--- src/include/ufpc_pkg.sv ---
// constants shared by both ends of the transceiver control block
// assumes byte wide special function register access on one clock
package ufpc_pkg;
  // direct register byte addresses
  localparam logic [7:0] ADR_OFS = 8'h96; // indirect_address_reg
  localparam logic [7:0] DAT_OFS = 8'h97; // indirect_data_reg
  localparam logic [7:0] XCN_OFS = 8'hd7; // transceiver_control
  localparam logic [7:0] RESET_BYTE = 8'h00;
  // transceiver_control field positions
  localparam int XCN_PULLUP_ENABLE  = 7;
  localparam int XCN_PHY_ENABLE = 6;
  localparam int XCN_SPEED = 5;
  localparam int XCN_TSTHI = 4;
  localparam int XCN_TSTLO = 3;
  localparam int XCN_DIFF_RECEIVE_STATE = 2;
  localparam int XCN_DP    = 1;
  localparam int XCN_DM    = 0;
  // indirect_address_reg field positions
  localparam int ADR_BUSY  = 7;
  localparam int ADR_AUTO  = 6;
  localparam int ADR_W     = 6;
  // phy_test_select codes
  localparam logic [1:0] TST_NORMAL = 2'h0;
  localparam logic [1:0] TST_DIFF1  = 2'h1;
  localparam logic [1:0] TST_DIFF0  = 2'h2;
  localparam logic [1:0] TST_SE0    = 2'h3;
  // endpoint protocol addresses
  localparam logic [7:0] EP0_ADDR     = 8'h00;
  localparam logic [7:0] EP_OUT_FIRST = 8'h01;
  localparam logic [7:0] EP_OUT_LAST  = 8'h03;
  localparam logic [7:0] EP_IN_FIRST  = 8'h81;
  localparam logic [7:0] EP_IN_LAST   = 8'h83;
  // core register layout
  localparam logic [5:0] INDEX_ADDR = 6'h0e; // endpoint index selector
  localparam logic [5:0] IDX_BASE   = 6'h10; // first indexed register
  localparam logic [5:0] IDX_END    = 6'h20; // past last indexed register
  localparam int NUM_EP   = 4;
  localparam int NUM_REGS = 16;
  // cycles from fetch launch to bank read request
  localparam int FETCH_CYCLES = 2;
  // firmware side command kinds
  typedef enum logic [1:0] {
    CMD_IND_READ  = 2'h0,
    CMD_IND_WRITE = 2'h1,
    CMD_XCN_WRITE = 2'h2,
    CMD_XCN_READ  = 2'h3
  } ufpc_cmd_t;
endpackage : ufpc_pkg

--- src/include/ufpc_sfr_if.sv ---
// register access path between firmware engine and device end
// assumes both ends share one clock; no clocking block
`timescale 1ns/1ps
interface ufpc_sfr_if;
  logic [7:0] sfr_addr;       // direct register address
  logic       sfr_wr;         // write strobe
  logic       sfr_rd;         // read strobe
  logic [7:0] sfr_wdata;      // write data
  logic [7:0] sfr_rdata;      // read data, one cycle after sfr_rd
  logic       usb_clk_active; // usb clock running
  modport dev (
    input  sfr_addr,
    input  sfr_wr,
    input  sfr_rd,
    input  sfr_wdata,
    output sfr_rdata,
    output usb_clk_active
  );
  modport host (
    output sfr_addr,
    output sfr_wr,
    output sfr_rd,
    output sfr_wdata,
    input  sfr_rdata,
    input  usb_clk_active
  );
endinterface : ufpc_sfr_if

--- src/verilog/ufpc_core_regs.sv ---
// indirect core register bank with endpoint indexed window
// assumes requests come from the device end on the same clock
`timescale 1ns/1ps
module ufpc_core_regs (
  input  wire logic       clk,
  input  wire logic       rst_n,
  input  wire logic       req,
  input  wire logic       we,
  input  wire logic [5:0] addr,
  input  wire logic [7:0] wdata,
  output logic      [7:0] rdata
);
  typedef struct packed {
    logic [7:0] rdata; // registered read data
  } ufpc_bank_state_t;

  ufpc_bank_state_t s;       // current state
  ufpc_bank_state_t next_s;  // next state
  logic [7:0] common [ufpc_pkg::NUM_REGS];                    // common regs
  logic [7:0] indexed [ufpc_pkg::NUM_EP][ufpc_pkg::NUM_REGS]; // per pipe
  logic [1:0] ep_sel;        // endpoint from index selector

  // low bits of the index selector pick the endpoint
  assign ep_sel = common[ufpc_pkg::INDEX_ADDR[3:0]][1:0];
  assign rdata  = s.rdata;

  // true when the address falls in the indexed window
  function automatic logic is_indexed(input logic [5:0] a);
    is_indexed = (a >= ufpc_pkg::IDX_BASE) && (a < ufpc_pkg::IDX_END);
  endfunction : is_indexed

  // read decode: indexed window follows the selected endpoint
  always_comb
  begin
    next_s = s;
    if (req && !we)
    begin
      if (is_indexed(addr))
        next_s.rdata = indexed[ep_sel][addr[3:0]]; // [RULE12]
      else if (addr < ufpc_pkg::IDX_BASE)
        next_s.rdata = common[addr[3:0]];
      else
        next_s.rdata = ufpc_pkg::RESET_BYTE;
    end
  end

  // state register
  always_ff @(posedge clk or negedge rst_n)
  begin
    if (!rst_n)
      s <= '0;
    else
      s <= next_s;
  end

  // bank storage; writes above the indexed window are dropped
  always_ff @(posedge clk or negedge rst_n)
  begin
    if (!rst_n)
    begin
      for (int i = 0; i < ufpc_pkg::NUM_REGS; i++)
      begin
        common[i] <= ufpc_pkg::RESET_BYTE;
        for (int e = 0; e < ufpc_pkg::NUM_EP; e++)
          indexed[e][i] <= ufpc_pkg::RESET_BYTE;
      end
    end
    else if (req && we)
    begin
      if (is_indexed(addr))
        indexed[ep_sel][addr[3:0]] <= wdata; // [RULE12]
      else if (addr < ufpc_pkg::IDX_BASE)
        common[addr[3:0]] <= wdata;
    end
  end
endmodule : ufpc_core_regs

--- src/verilog/ufpc_device.sv ---
// device end: transceiver control, line status, endpoint map and
// indirect access to the core register bank
// assumes firmware strobes on clk; line pins and vbus are asynchronous
`timescale 1ns/1ps
// Overview of operation
// [RULE1] endpoint zero answers at address 0x00 both ways
// [RULE2] pairs one to three: IN 0x81-83, OUT 0x01-03
// [RULE3] function only, never acts as host
// [RULE4] speed bit picks full/D+ or low/D- pull-up
// [RULE5] pull-up only with enable bit and vbus
// [RULE6] phy enable clear means suspend, set means normal
// [RULE7] test field forces line states per code
// [RULE8] enabled receiver bit shows differential bus state
// [RULE9] bits one and zero show live D+/D-
// [RULE10] firmware starts usb clock before phy enable
// [RULE11] core registers reached via address/data pair only
// [RULE12] indexed registers follow last written endpoint index
// [RULE13] usb clock must run during indirect access
// [RULE14] busy high while fetch runs, cleared when valid
// [RULE15] read: poll, load address, set busy, poll, read
// [RULE16] auto-read relaunches fetch on data register read
// [RULE17] write: poll, load address, write data register
// [RULE18] status bit writes ignored, always live
module ufpc_device #(
  parameter int FETCH_CYCLES = ufpc_pkg::FETCH_CYCLES
) (
  input  wire logic       clk,
  input  wire logic       rst_n,
  ufpc_sfr_if.dev         ifc,
  input  wire logic       usb_clk_on,
  input  wire logic       vbus_in,
  input  wire logic       dp_in,
  output logic            dp_out,
  output logic            dp_oe_n,
  input  wire logic       dm_in,
  output logic            dm_out,
  output logic            dm_oe_n,
  output logic            pullup_dp,
  output logic            pullup_dm,
  output logic            phy_suspend,
  output logic            full_speed,
  input  wire logic       tok_valid,
  input  wire logic [7:0] tok_addr,
  input  wire logic       tok_is_in,
  output logic            pipe_hit,
  output logic            pipe_in,
  output logic      [1:0] pipe_ep
);
  localparam logic [3:0] FETCH_CNT = 4'(FETCH_CYCLES); // launch delay
  localparam logic [3:0] CNT_ONE   = 4'h1;

  typedef struct packed {
    logic       pullup_enable;   // pull-up enable
    logic       phy_enable;      // transceiver enable
    logic       speed;           // 1 full, 0 low
    logic [1:0] phy_test_select; // line test code
    logic       busy;            // indirect fetch running
    logic       auto_read_next;  // relaunch on data read
    logic [5:0] indirect_target_address;
    logic [7:0] dat;             // indirect data register
    logic [3:0] cnt;             // fetch delay counter
    logic       cap;             // bank data due this cycle
    logic       bank_req;        // bank access strobe
    logic       bank_we;         // bank write select
    logic [7:0] bank_wdata;      // bank write data
    logic [1:0] dp_s;            // D+ synchroniser
    logic [1:0] dm_s;            // D- synchroniser
    logic [1:0] vb_s;            // vbus synchroniser
    logic [7:0] rdata;           // register read answer
    logic       clk_act;         // usb clock running
    logic       dp_out;
    logic       dp_oe_n;
    logic       dm_out;
    logic       dm_oe_n;
    logic       pullup_dp;
    logic       pullup_dm;
    logic       phy_suspend;
    logic       full_speed;
    logic       pipe_hit;
    logic       pipe_in;
    logic [1:0] pipe_ep;
  } ufpc_dev_state_t;

  ufpc_dev_state_t s;      // current state
  ufpc_dev_state_t next_s; // next state
  logic [7:0]      bank_rdata; // core bank read data
  logic            dplus_level;
  logic            dminus_level;
  logic            diff_receive_state;

  // synchronised line levels, second stage only
  assign dplus_level        = s.dp_s[1]; // [RULE9]
  assign dminus_level       = s.dm_s[1]; // [RULE9]
  assign diff_receive_state = s.phy_enable & dplus_level & ~dminus_level;

  // endpoint map: zero both ways, one to three as IN/OUT pairs
  function automatic logic ep_valid(input logic [7:0] a);
    ep_valid = (a == ufpc_pkg::EP0_ADDR) ||                  // [RULE1]
               (a >= ufpc_pkg::EP_OUT_FIRST &&
                a <= ufpc_pkg::EP_OUT_LAST) ||               // [RULE2]
               (a >= ufpc_pkg::EP_IN_FIRST &&
                a <= ufpc_pkg::EP_IN_LAST);                  // [RULE2]
  endfunction : ep_valid

  // live view of the transceiver control register
  function automatic logic [7:0] xcn_view(input ufpc_dev_state_t v,
                                          input logic df,
                                          input logic dp,
                                          input logic dm);
    xcn_view = {v.pullup_enable, v.phy_enable, v.speed,
                v.phy_test_select, df, dp, dm};
  endfunction : xcn_view

  ufpc_core_regs u_core (
    .clk   (clk),
    .rst_n (rst_n),
    .req   (s.bank_req),
    .we    (s.bank_we),
    .addr  (s.indirect_target_address),
    .wdata (s.bank_wdata),
    .rdata (bank_rdata)
  );

  // all next state: bus decode, fetch engine, pins, endpoint map
  always_comb
  begin
    next_s          = s;
    // two stage synchronisers
    next_s.dp_s     = {s.dp_s[0], dp_in};
    next_s.dm_s     = {s.dm_s[0], dm_in};
    next_s.vb_s     = {s.vb_s[0], vbus_in};
    next_s.clk_act  = usb_clk_on;
    next_s.bank_req = 1'b0;
    next_s.bank_we  = 1'b0;
    next_s.cap      = s.bank_req & ~s.bank_we;
    // fetched data lands, data now valid
    if (s.cap)
    begin
      next_s.dat  = bank_rdata;
      next_s.busy = 1'b0;                                 // [RULE14]
    end
    // fetch delay, bank read issued on last count
    if (s.cnt != 4'h0)
    begin
      next_s.cnt = s.cnt - CNT_ONE;
      if (s.cnt == CNT_ONE)
        next_s.bank_req = 1'b1;                           // [RULE11]
    end
    // register reads, answered next cycle
    if (ifc.sfr_rd)
    begin
      if (ifc.sfr_addr == ufpc_pkg::XCN_OFS)
        next_s.rdata = xcn_view(s, diff_receive_state,
                                dplus_level, dminus_level); // [RULE8]
      else if (ifc.sfr_addr == ufpc_pkg::ADR_OFS)
        next_s.rdata = {s.busy, s.auto_read_next,
                        s.indirect_target_address};       // [RULE14]
      else if (ifc.sfr_addr == ufpc_pkg::DAT_OFS)
      begin
        next_s.rdata = s.dat;                             // [RULE11]
        // auto-read: same address, new fetch
        if (s.auto_read_next && !s.busy)
        begin
          next_s.busy = 1'b1;                             // [RULE16]
          next_s.cnt  = FETCH_CNT;                        // [RULE16]
        end
      end
      else
        next_s.rdata = ufpc_pkg::RESET_BYTE;
    end
    // register writes
    if (ifc.sfr_wr)
    begin
      if (ifc.sfr_addr == ufpc_pkg::XCN_OFS)
      begin
        // status bits are not stored
        next_s.pullup_enable   = ifc.sfr_wdata[ufpc_pkg::XCN_PULLUP_ENABLE];
        next_s.phy_enable      = ifc.sfr_wdata[ufpc_pkg::XCN_PHY_ENABLE];
        next_s.speed           = ifc.sfr_wdata[ufpc_pkg::XCN_SPEED];
        next_s.phy_test_select =
          ifc.sfr_wdata[ufpc_pkg::XCN_TSTHI:ufpc_pkg::XCN_TSTLO]; // [RULE18]
      end
      else if (ifc.sfr_addr == ufpc_pkg::ADR_OFS && !s.busy)
      begin
        next_s.auto_read_next          = ifc.sfr_wdata[ufpc_pkg::ADR_AUTO];
        next_s.indirect_target_address =
          ifc.sfr_wdata[ufpc_pkg::ADR_W-1:0];             // [RULE15]
        // writing busy high launches a fetch
        if (ifc.sfr_wdata[ufpc_pkg::ADR_BUSY])
        begin
          next_s.busy = 1'b1;                             // [RULE15]
          next_s.cnt  = FETCH_CNT;                        // [RULE14]
        end
      end
      else if (ifc.sfr_addr == ufpc_pkg::DAT_OFS && !s.busy)
      begin
        // write straight through to the selected target
        next_s.bank_req   = 1'b1;                         // [RULE17]
        next_s.bank_we    = 1'b1;                         // [RULE17]
        next_s.bank_wdata = ifc.sfr_wdata;
        next_s.dat        = ifc.sfr_wdata;
      end
    end
    // pull-up placement; device only ever attaches, never hosts
    next_s.pullup_dp   = s.pullup_enable & s.vb_s[1] & s.speed;  // [RULE5]
    next_s.pullup_dm   = s.pullup_enable & s.vb_s[1] & ~s.speed; // [RULE4]
    next_s.full_speed  = s.speed;                                // [RULE4]
    next_s.phy_suspend = ~s.phy_enable;                          // [RULE6]
    // forced line states, released in normal mode; single ended zero
    // drives both lines low
    next_s.dp_oe_n = (s.phy_test_select == ufpc_pkg::TST_NORMAL); // [RULE7]
    next_s.dm_oe_n = (s.phy_test_select == ufpc_pkg::TST_NORMAL); // [RULE7]
    next_s.dp_out  = (s.phy_test_select == ufpc_pkg::TST_DIFF1);  // [RULE7]
    next_s.dm_out  = (s.phy_test_select == ufpc_pkg::TST_DIFF0);  // [RULE7]
    // token address to pipe lookup; never issues tokens itself
    next_s.pipe_hit = tok_valid & ep_valid(tok_addr);     // [RULE3]
    next_s.pipe_ep  = tok_addr[1:0];                      // [RULE2]
    next_s.pipe_in  = (tok_addr == ufpc_pkg::EP0_ADDR) ?
                      tok_is_in : tok_addr[7];            // [RULE1]
  end

  // state register
  always_ff @(posedge clk or negedge rst_n)
  begin
    if (!rst_n)
    begin
      s         <= '0;
      s.dp_oe_n <= 1'b1;
      s.dm_oe_n <= 1'b1;
    end
    else
      s <= next_s;
  end

  // outputs straight from the state register
  assign ifc.sfr_rdata      = s.rdata;
  assign ifc.usb_clk_active = s.clk_act;
  assign dp_out      = s.dp_out;
  assign dp_oe_n     = s.dp_oe_n;
  assign dm_out      = s.dm_out;
  assign dm_oe_n     = s.dm_oe_n;
  assign pullup_dp   = s.pullup_dp;
  assign pullup_dm   = s.pullup_dm;
  assign phy_suspend = s.phy_suspend;
  assign full_speed  = s.full_speed;
  assign pipe_hit    = s.pipe_hit;
  assign pipe_in     = s.pipe_in;
  assign pipe_ep     = s.pipe_ep;
endmodule : ufpc_device

--- src/flat_wrapper.sv ---
// flat-port wrapper written by rule: the top's interface ports become plain ports
module ufpc_device_flat 
#(
  parameter int FETCH_CYCLES = ufpc_pkg::FETCH_CYCLES
)
  (clk, rst_n, usb_clk_on, vbus_in, dp_in, dp_out, dp_oe_n, dm_in, dm_out, dm_oe_n, pullup_dp, pullup_dm, phy_suspend, full_speed, tok_valid, tok_addr, tok_is_in, pipe_hit, pipe_in, pipe_ep, ifc_sfr_addr, ifc_sfr_wr, ifc_sfr_rd, ifc_sfr_wdata, ifc_sfr_rdata, ifc_usb_clk_active);
  ufpc_sfr_if ifc_i ();
  input  wire logic clk;
  input  wire logic rst_n;
  input  wire logic usb_clk_on;
  input  wire logic vbus_in;
  input  wire logic dp_in;
  output logic dp_out;
  output logic dp_oe_n;
  input  wire logic dm_in;
  output logic dm_out;
  output logic dm_oe_n;
  output logic pullup_dp;
  output logic pullup_dm;
  output logic phy_suspend;
  output logic full_speed;
  input  wire logic tok_valid;
  input  wire logic [7:0] tok_addr;
  input  wire logic tok_is_in;
  output logic pipe_hit;
  output logic pipe_in;
  output logic      [1:0] pipe_ep;
  input wire logic [$bits(ifc_i.sfr_addr)-1:0] ifc_sfr_addr;
  input wire logic [$bits(ifc_i.sfr_wr)-1:0] ifc_sfr_wr;
  input wire logic [$bits(ifc_i.sfr_rd)-1:0] ifc_sfr_rd;
  input wire logic [$bits(ifc_i.sfr_wdata)-1:0] ifc_sfr_wdata;
  output wire logic [$bits(ifc_i.sfr_rdata)-1:0] ifc_sfr_rdata;
  output wire logic [$bits(ifc_i.usb_clk_active)-1:0] ifc_usb_clk_active;
  assign ifc_i.sfr_addr = ifc_sfr_addr;
  assign ifc_i.sfr_wr = ifc_sfr_wr;
  assign ifc_i.sfr_rd = ifc_sfr_rd;
  assign ifc_i.sfr_wdata = ifc_sfr_wdata;
  assign ifc_sfr_rdata = ifc_i.sfr_rdata;
  assign ifc_usb_clk_active = ifc_i.usb_clk_active;
  ufpc_device #(.FETCH_CYCLES(FETCH_CYCLES)) u_core (.clk(clk), .rst_n(rst_n), .ifc(ifc_i), .usb_clk_on(usb_clk_on), .vbus_in(vbus_in), .dp_in(dp_in), .dp_out(dp_out), .dp_oe_n(dp_oe_n), .dm_in(dm_in), .dm_out(dm_out), .dm_oe_n(dm_oe_n), .pullup_dp(pullup_dp), .pullup_dm(pullup_dm), .phy_suspend(phy_suspend), .full_speed(full_speed), .tok_valid(tok_valid), .tok_addr(tok_addr), .tok_is_in(tok_is_in), .pipe_hit(pipe_hit), .pipe_in(pipe_in), .pipe_ep(pipe_ep));
endmodule
--- config.mk ---
export PLATFORM = sky130hd
export DESIGN_NAME = ufpc_device_flat
export DESIGN_NICKNAME = d
export VERILOG_FILES = /design/src/include/ufpc_pkg.sv /design/src/include/ufpc_sfr_if.sv /design/src/verilog/ufpc_core_regs.sv /design/src/verilog/ufpc_device.sv /design/src/flat_wrapper.sv
export SDC_FILE = /design/constraint.sdc
export NUM_CORES = 1
export LEC_CHECK = 0
export BUFFER_PORTS_ARGS = -buffer_cell sky130_fd_sc_hd__buf_2
export CAP_MARGIN = 20
export CORE_MARGIN = 5
export CORE_UTILIZATION = 23
export DETAILED_ROUTE_END_ITERATION = 10
export GPL_ROUTABILITY_DRIVEN = 0
export PLACE_DENSITY = 0.47
export SKIP_LAST_GASP = 1
export SYNTH_ARGS = -nofsm -noshare
export SYNTH_HDL_FRONTEND = slang
export SYNTH_SLANG_ARGS = --single-unit
--- constraint.sdc ---
create_clock -name clk -period 2.4 [get_ports clk]
set_clock_uncertainty 0.15 [all_clocks]
set_input_delay 0.36 -clock clk [delete_from_list [all_inputs] [get_ports clk]]
set_output_delay 0.36 -clock clk [all_outputs]
set_load 0.03 [all_outputs]
==> results.yml, run 1 <==
synthesis:
  yosys-top-cells-area: "dfrtp_1 54%, mux2_2 23%, mux4_2 9.4%"
  synth_common_cells: "709 x dfrtp_1, 662 x mux2_2, 136 x mux4_2, 97 x mux2i_1, 94 x clkbuf_1"
  syn_inst: 2154
  synth_seq_cells: 710
  yosys_warnings: 0
  yosysMostFrequentCell: "dfrtp_1"
  ys.flop_type: "dfrtp_1"
  synth_edf_count: 0
  yosysSeqAreaShare_pct: 54.3
  synth_cell_types: 49
  yosysTopAreaCellShare_pct: 54.3
  syn_avg_cell_area_um2: 15.2
  netlist_area_um2: 32700
  syn_nets: 2190
  synthArstFlopShare_pct: 100
  synth_area_leader_cell: "dfrtp_1"
cts:
  cts_tree: "yes"
  ctsLongestPathBuffers: 3
  cts-root-buf: "clkbuf_16"
  worstSkewPairLatency_ns: 0.65
  cts_buffers: 82
  clock-sinks: 710
  h-tree-depth: 3
  clkTransAtPathRegs_ns: 0.06
place:
  hpwl_mm: 63.2
  placed_cell_area_um2: 37100
  portBuffers: 54
sta:
  setup_viol: 116
  finalCriticalPeriod_ns: 2.55
  worst_slack_ns: -0.151
  hold_slack_ns: 0.0603
  final-hold-violation-count: 0
  rsz0062_at_grt: "true"
  max-slew-margin-rel_pct: 19.4
  tightest_slew_ns: 1.21
  timing.final.crit_share_pct: 106
  slew_violations: 0
  fmax_ghz: 0.392
  setup-tns-final_ns: -4.13
status:
  violations: "negative setup slack"
  status: "finished, violations left"
cells_and_area:
  syn2layout_area_growth_pct: 28.5
  antenna_cells: 0
  nets: 2416
  layout-drive-gt1-share_pct: 55.8
  fillers: 13900
  stdcell_area_um2: 42000
grt:
  grt_pass1_wl_mm: 147
  grt_overflow: 0
  antenna_found_initial: 1
  first_global_vias: 21900
  grt_max_degree: 90
  grt_usage_pct: 12.8
setup_path:
  end_kind: "flop"
  cp_max_fo: 7
  cp-start-kind: "flop"
  cp_slowest_stage_delay_ns: 0.56
  critPathArrivalTime_ns: 2.90
  crit_required_ns: 2.75
  crit_family: "multiplexers"
  slowest_stage: "mux4_2"
  crit_chain: "buf_6 -> buf_12 -> mux4_2 -> mux4_2 -> a2bb2oi_2 -> nand3_2 -> a22oi_1"
  path_class: "flop to flop"
  worst-path-buf-inv: 2
  r2r_slack_ns: -0.15
  cp_common_cell: "mux4_2"
floorplanning:
  row_count: 138
  ioPinCount: 55
  initial_core_util_pct: 23.1
  die_h_um: 387
  core-area_um2: 141000
  die_area_um2: 150000
  die_w_um: 387
pwr:
  p_leak_uw: 0.0191
  power_density_nw_per_um2: 638
  ir_worst_vdd_mv: 0.509
routing:
  via_count: 19700
  drc: 0
  drtIter0Drc: 1231
  ant_nets: 0
  drt-pass1-iter-count: 5
  drt_wl_total_mm: 97.8
  routedWlPerCell_um: 22.6
  via_per_inst: 4.53
min_path:
  hold_path_class: "input pin to flop"
run:
  drv_cap: 0
==> logic make-up after synthesis <==
logic type / Yosys count / synth area share (%)
AOI/OAI and AO/OA: 127 / 2.81
buffers and inverters: 193 / 2.90
adders and majority gates: 2 / 0.0765
muxes: 898 / 35.2
and+or+nand+nor: 223 / 4.62
xor gates and xnor gates: 1 / 0.0268
DFF: 710 / 54.3
==> worst min-delay path: cells and delay by family <==
family,cells,cell delay [ns]
mux,1,0.16
simple gates,2,0.20
buf+inv,1,0.10
==> area by class of cell <==
type,count,area (um2),area share (%)
Clock buffer,118,2350,5.59
Clock inverter,32,402,0.956
Inverter,15,56.3,0.134
Multi-Input combinational cell,1251,15400,36.6
Sequential cell,710,17800,42.4
Tap cell,1890,2360,5.63
Timing Repair Buffer,320,3660,8.71
==> final timing paths <==
kind	start	endpoint	depth (start not counted)
min in group asynchronous	rst_n	u_core.u_core.indexed[425]	2
min reg2reg	u_core.next_s[24]	u_core.dminus_level	0
max in group asynchronous	rst_n	u_core.u_core.common[35]	4
max reg2reg	u_core.u_core.common[8]	u_core.u_core.rdata[5]	7
min	ifc_sfr_addr[6]	u_core.s[33]	4
max	u_core.u_core.common[8]	u_core.u_core.rdata[5]	7
==> sequential cells by signal, summed over array words and instances, names as in the netlist, 2 cells and up <==
name / count
u_core.u_core.common: 128
u_core.next_s: 4
u_core.pipe_ep: 2
u_core.s: 36
u_core.u_core.indexed: 512
u_core.u_core.rdata: 8
u_core.ifc.sfr_rdata: 8
==> power breakdown <==
part           leakage, uW  switching (uW)  internal [uW]
clock              0.00135            5240           7600
sequential         0.00985             372          12200
combinational      0.00786             906            543
total               0.0191            6520          20300
==> stage by stage <==
step	utilization (%)	setup WS [ns]	cells	total power (uW)
6_report	29.7	-0.151	4336	26800
5_1_grt	29.7	-0.180	4336	27800
4_1_cts	29.4	-0.157	4328	27200
3_5_place_dp	26.2	-0.347	4134	14100
3_3_place_gp	26.2	-0.405	4134	14100
2_1_floorplan	-	0.202	2154	13200
==> repair_timing <==
| action | in CTS | in global routing |
|---|---|---|
| pin swaps | 35 | 43 |
| buffers inserted | 18 | 8 |
| endpoints found under the setup margin | 504 | 533 |
| resized for setup | 282 | 91 |
| gates cloned | 3 | 4 |
| hold buffers | 23 | 0 |
| hold endpoints to repair | 279 | 0 |
==> cells in the final DEF, fill, tap and decap left out, types with 11 or more instances in the layout <==
| master | synthesis | layout |
|---|---|---|
| a21oi_1 | 17 | 11 |
| a22oi_1 | 72 | 63 |
| and3_1 | 11 | 11 |
| buf_12 | 1 | 84 |
| buf_2 | 33 | 53 |
| buf_4 | 25 | 135 |
| clkbuf_1 | 94 | 22 |
| clkbuf_16 | 0 | 88 |
| clkbuf_8 | 0 | 12 |
| clkinv_2 | 0 | 15 |
| dfrtp_1 | 709 | 696 |
| dlygate4sd3_1 | 0 | 23 |
| inv_1 | 15 | 15 |
| mux2_2 | 662 | 418 |
| mux2_4 | 0 | 244 |
| mux2i_1 | 97 | 87 |
| mux4_2 | 136 | 136 |
| nand2_1 | 46 | 38 |
| nand3_1 | 27 | 20 |
| nor2_1 | 24 | 24 |
| nor2_2 | 31 | 17 |
| nor2_4 | 4 | 18 |
| nor2_8 | 19 | 19 |
==> layer usage <==
| layer | GRT usage (%) | part of all wire [%] |
|---|---|---|
| met1 | 17.2 | 46 |
| met2 | 20.7 | 47 |
| met4 | 3.72 | 2.7 |
| met5 | 0 | 0 |
| met3 | 2.80 | 4.1 |
Note: power is estimated with default switching activity, not from simulation.
==> run 2, diff against run 1 <==
--- a/config.mk
+++ b/config.mk
@@ -7,11 +7,13 @@
 export LEC_CHECK = 0
 export BUFFER_PORTS_ARGS = -buffer_cell sky130_fd_sc_hd__buf_2
 export CAP_MARGIN = 20
+export CELL_PAD_IN_SITES_DETAIL_PLACEMENT = 0
+export CELL_PAD_IN_SITES_GLOBAL_PLACEMENT = 1
 export CORE_MARGIN = 5
 export CORE_UTILIZATION = 23
 export DETAILED_ROUTE_END_ITERATION = 10
 export GPL_ROUTABILITY_DRIVEN = 0
-export PLACE_DENSITY = 0.47
+export PLACE_DENSITY_LB_ADDON = 0.1
 export SKIP_LAST_GASP = 1
 export SYNTH_ARGS = -nofsm -noshare
 export SYNTH_HDL_FRONTEND = slang
==> run 2 against run 1 <==
Against the previous run: the flow still finishes with violations (negative setup slack); first-iteration DRC count is 35% lower; routed wire length grew 5.2%; combinational power is essentially flat; sequential share of layout area is 0.58 points higher; worst setup slack worse by 0.022 ns; clock power up 15%; maximum frequency shrank 0.87%; critical path type unchanged.
==> results.yml, run 2 (synthesis gave the netlist of run 1 again) <==
setup_path:
  cp-start-kind: "flop"
  end_kind: "flop"
  cp_common_cell: "mux4_2"
  critPathArrivalTime_ns: 2.98
  crit_chain: "buf_12 -> mux4_2 -> mux4_2 -> a2bb2oi_1 -> nand3_1 -> a22oi_1"
  cp_max_fo: 17
  path_class: "flop to flop"
  slowest_stage: "mux4_2"
  crit_required_ns: 2.81
  cp_slowest_stage_delay_ns: 0.53
routing:
  ant_nets: 0
  via_per_inst: 4.40
  routedWlPerCell_um: 23.5
  drtIter0Drc: 797
  drc: 0
  drt_wl_total_mm: 103
  drt-pass1-iter-count: 5
  via_count: 19300
floorplanning:
  die_w_um: 387
  die_h_um: 387
  die_area_um2: 150000
  core-area_um2: 141000
  ioPinCount: 55
  row_count: 138
  initial_core_util_pct: 23.1
cts:
  h-tree-depth: 3
  cts-root-buf: "clkbuf_16"
  clock-sinks: 710
  clkTransAtPathRegs_ns: 0.06
  worstSkewPairLatency_ns: 0.68
  cts_tree: "yes"
  ctsLongestPathBuffers: 3
  cts_buffers: 90
sta:
  finalCriticalPeriod_ns: 2.57
  worst_slack_ns: -0.173
  fmax_ghz: 0.389
  final-hold-violation-count: 0
  timing.final.crit_share_pct: 107
  rsz0062_at_grt: "true"
  hold_slack_ns: 0.166
  tightest_slew_ns: 1.09
  slew_violations: 0
  max-slew-margin-rel_pct: 27.5
  setup_viol: 137
cells_and_area:
  nets: 2446
  stdcell_count: 4378
  syn2layout_area_growth_pct: 26.8
  largest-register: "u_core.u_core.indexed"
  final_cell_mix: "695 x dfrtp_1, 662 x mux2_2, 159 x buf_4, 136 x mux4_2, 98 x buf_12"
  largest_reg_flops: 512
  layout-drive-gt1-share_pct: 55.4
  final_common_cell: "dfrtp_1"
  top_regs: "u_core.u_core.indexed x512, u_core.u_core.common x128, u_core.s x36"
place:
  portBuffers: 54
  hpwl_mm: 67.7
  place_inst: 4166
  dp_slack_ns: -0.522
grt:
  grt_util_met1_pct: 18.8
  grt.busiest_layer: "met2"
  grt_pass1_wl_mm: 155
  grt_use_met3_pct: 2.43
  grt_usage_pct: 13.8
  antenna_found_initial: 4
  first_global_vias: 21800
  grt_overflow: 0
  grt_max_degree: 83
  grt_use_met2_pct: 22.8
status:
  violations: "negative setup slack"
  status: "finished, violations left"
run:
  drv_cap: 0
pwr:
  p_leak_uw: 0.0191
  power.total_uw: 28700
  power_density_nw_per_um2: 692
  ir_worst_vdd_mv: 0.433
min_path:
  hold_path_class: "input pin to flop"
[run 2: final timing paths]
kind	startpoint	to	slack (ns)	depth (start not counted)
setup / recovery	u_core.u_core.common[8]	u_core.u_core.rdata[6]	-0.17	6
min in group asynchronous	rst_n	u_core.u_core.indexed[91]	0.59	3
hold reg to reg	u_core.next_s[22]	u_core.s[22]	0.20	0
setup reg to reg	u_core.u_core.common[8]	u_core.u_core.rdata[6]	-0.17	6
max in group asynchronous	rst_n	u_core.u_core.indexed[346]	0.38	4
hold / removal	ifc_sfr_addr[3]	u_core.ifc.sfr_rdata[6]	0.17	5
[run 2: layout make-up]
cell class / count / area [um2]
sequential: 710 / 17800
clock inverter: 42 / 619
antenna: 3 / 7.51
fill: 14000 / 100000
inverter: 15 / 56.3
clock buffer: 125 / 2630
multi-input combinational: 1251 / 14200
tap: 1890 / 2360
timing repair buffer: 342 / 3790
[run 2: repair_timing]
action                                 4_1_cts  5_1_grt
setup buffers                               12        4
endpoints found under the hold margin      497        0
resized for setup                           27       19
pin swaps                                    7        1
setup endpoints to repair                  317      433
hold buffers                                26        0
[run 2: per-layer routing]
layer	vias to the layer above	routed length [um]
li1	8492	-
met1	10400	47800
met2	254	49200
met3	135	3120
met4	0	2850
met5	-	0
[run 2: power breakdown]
group          internal [uW]  total [uW]  switching [uW]
sequential             12200       12500             368
clock                   9150       14700            5550
combinational            556        1450             897
[run 2: critical path: cells and delay by family (launching register included)]
kind | cells | cell delay (ns)
AOI/OAI and AO/OA | 2 | 0.32
buffers and inverters | 1 | 0.21
DFF | 1 | 0.50
muxes | 2 | 1.06
and+or+nand+nor | 1 | 0.16
[run 2: metrics by stage]
step | TNS [ns] | instance area [um2] | utilization, %
detailed placement | -115.53 | 37600 | 26.6
floorplan | 0 | 32700 | -
CTS | -15.82 | 41300 | 29.2
global route | -26.54 | 41500 | 29.3
finish | -7.38 | 41500 | 29.3
global placement | -109.34 | 37600 | 26.6
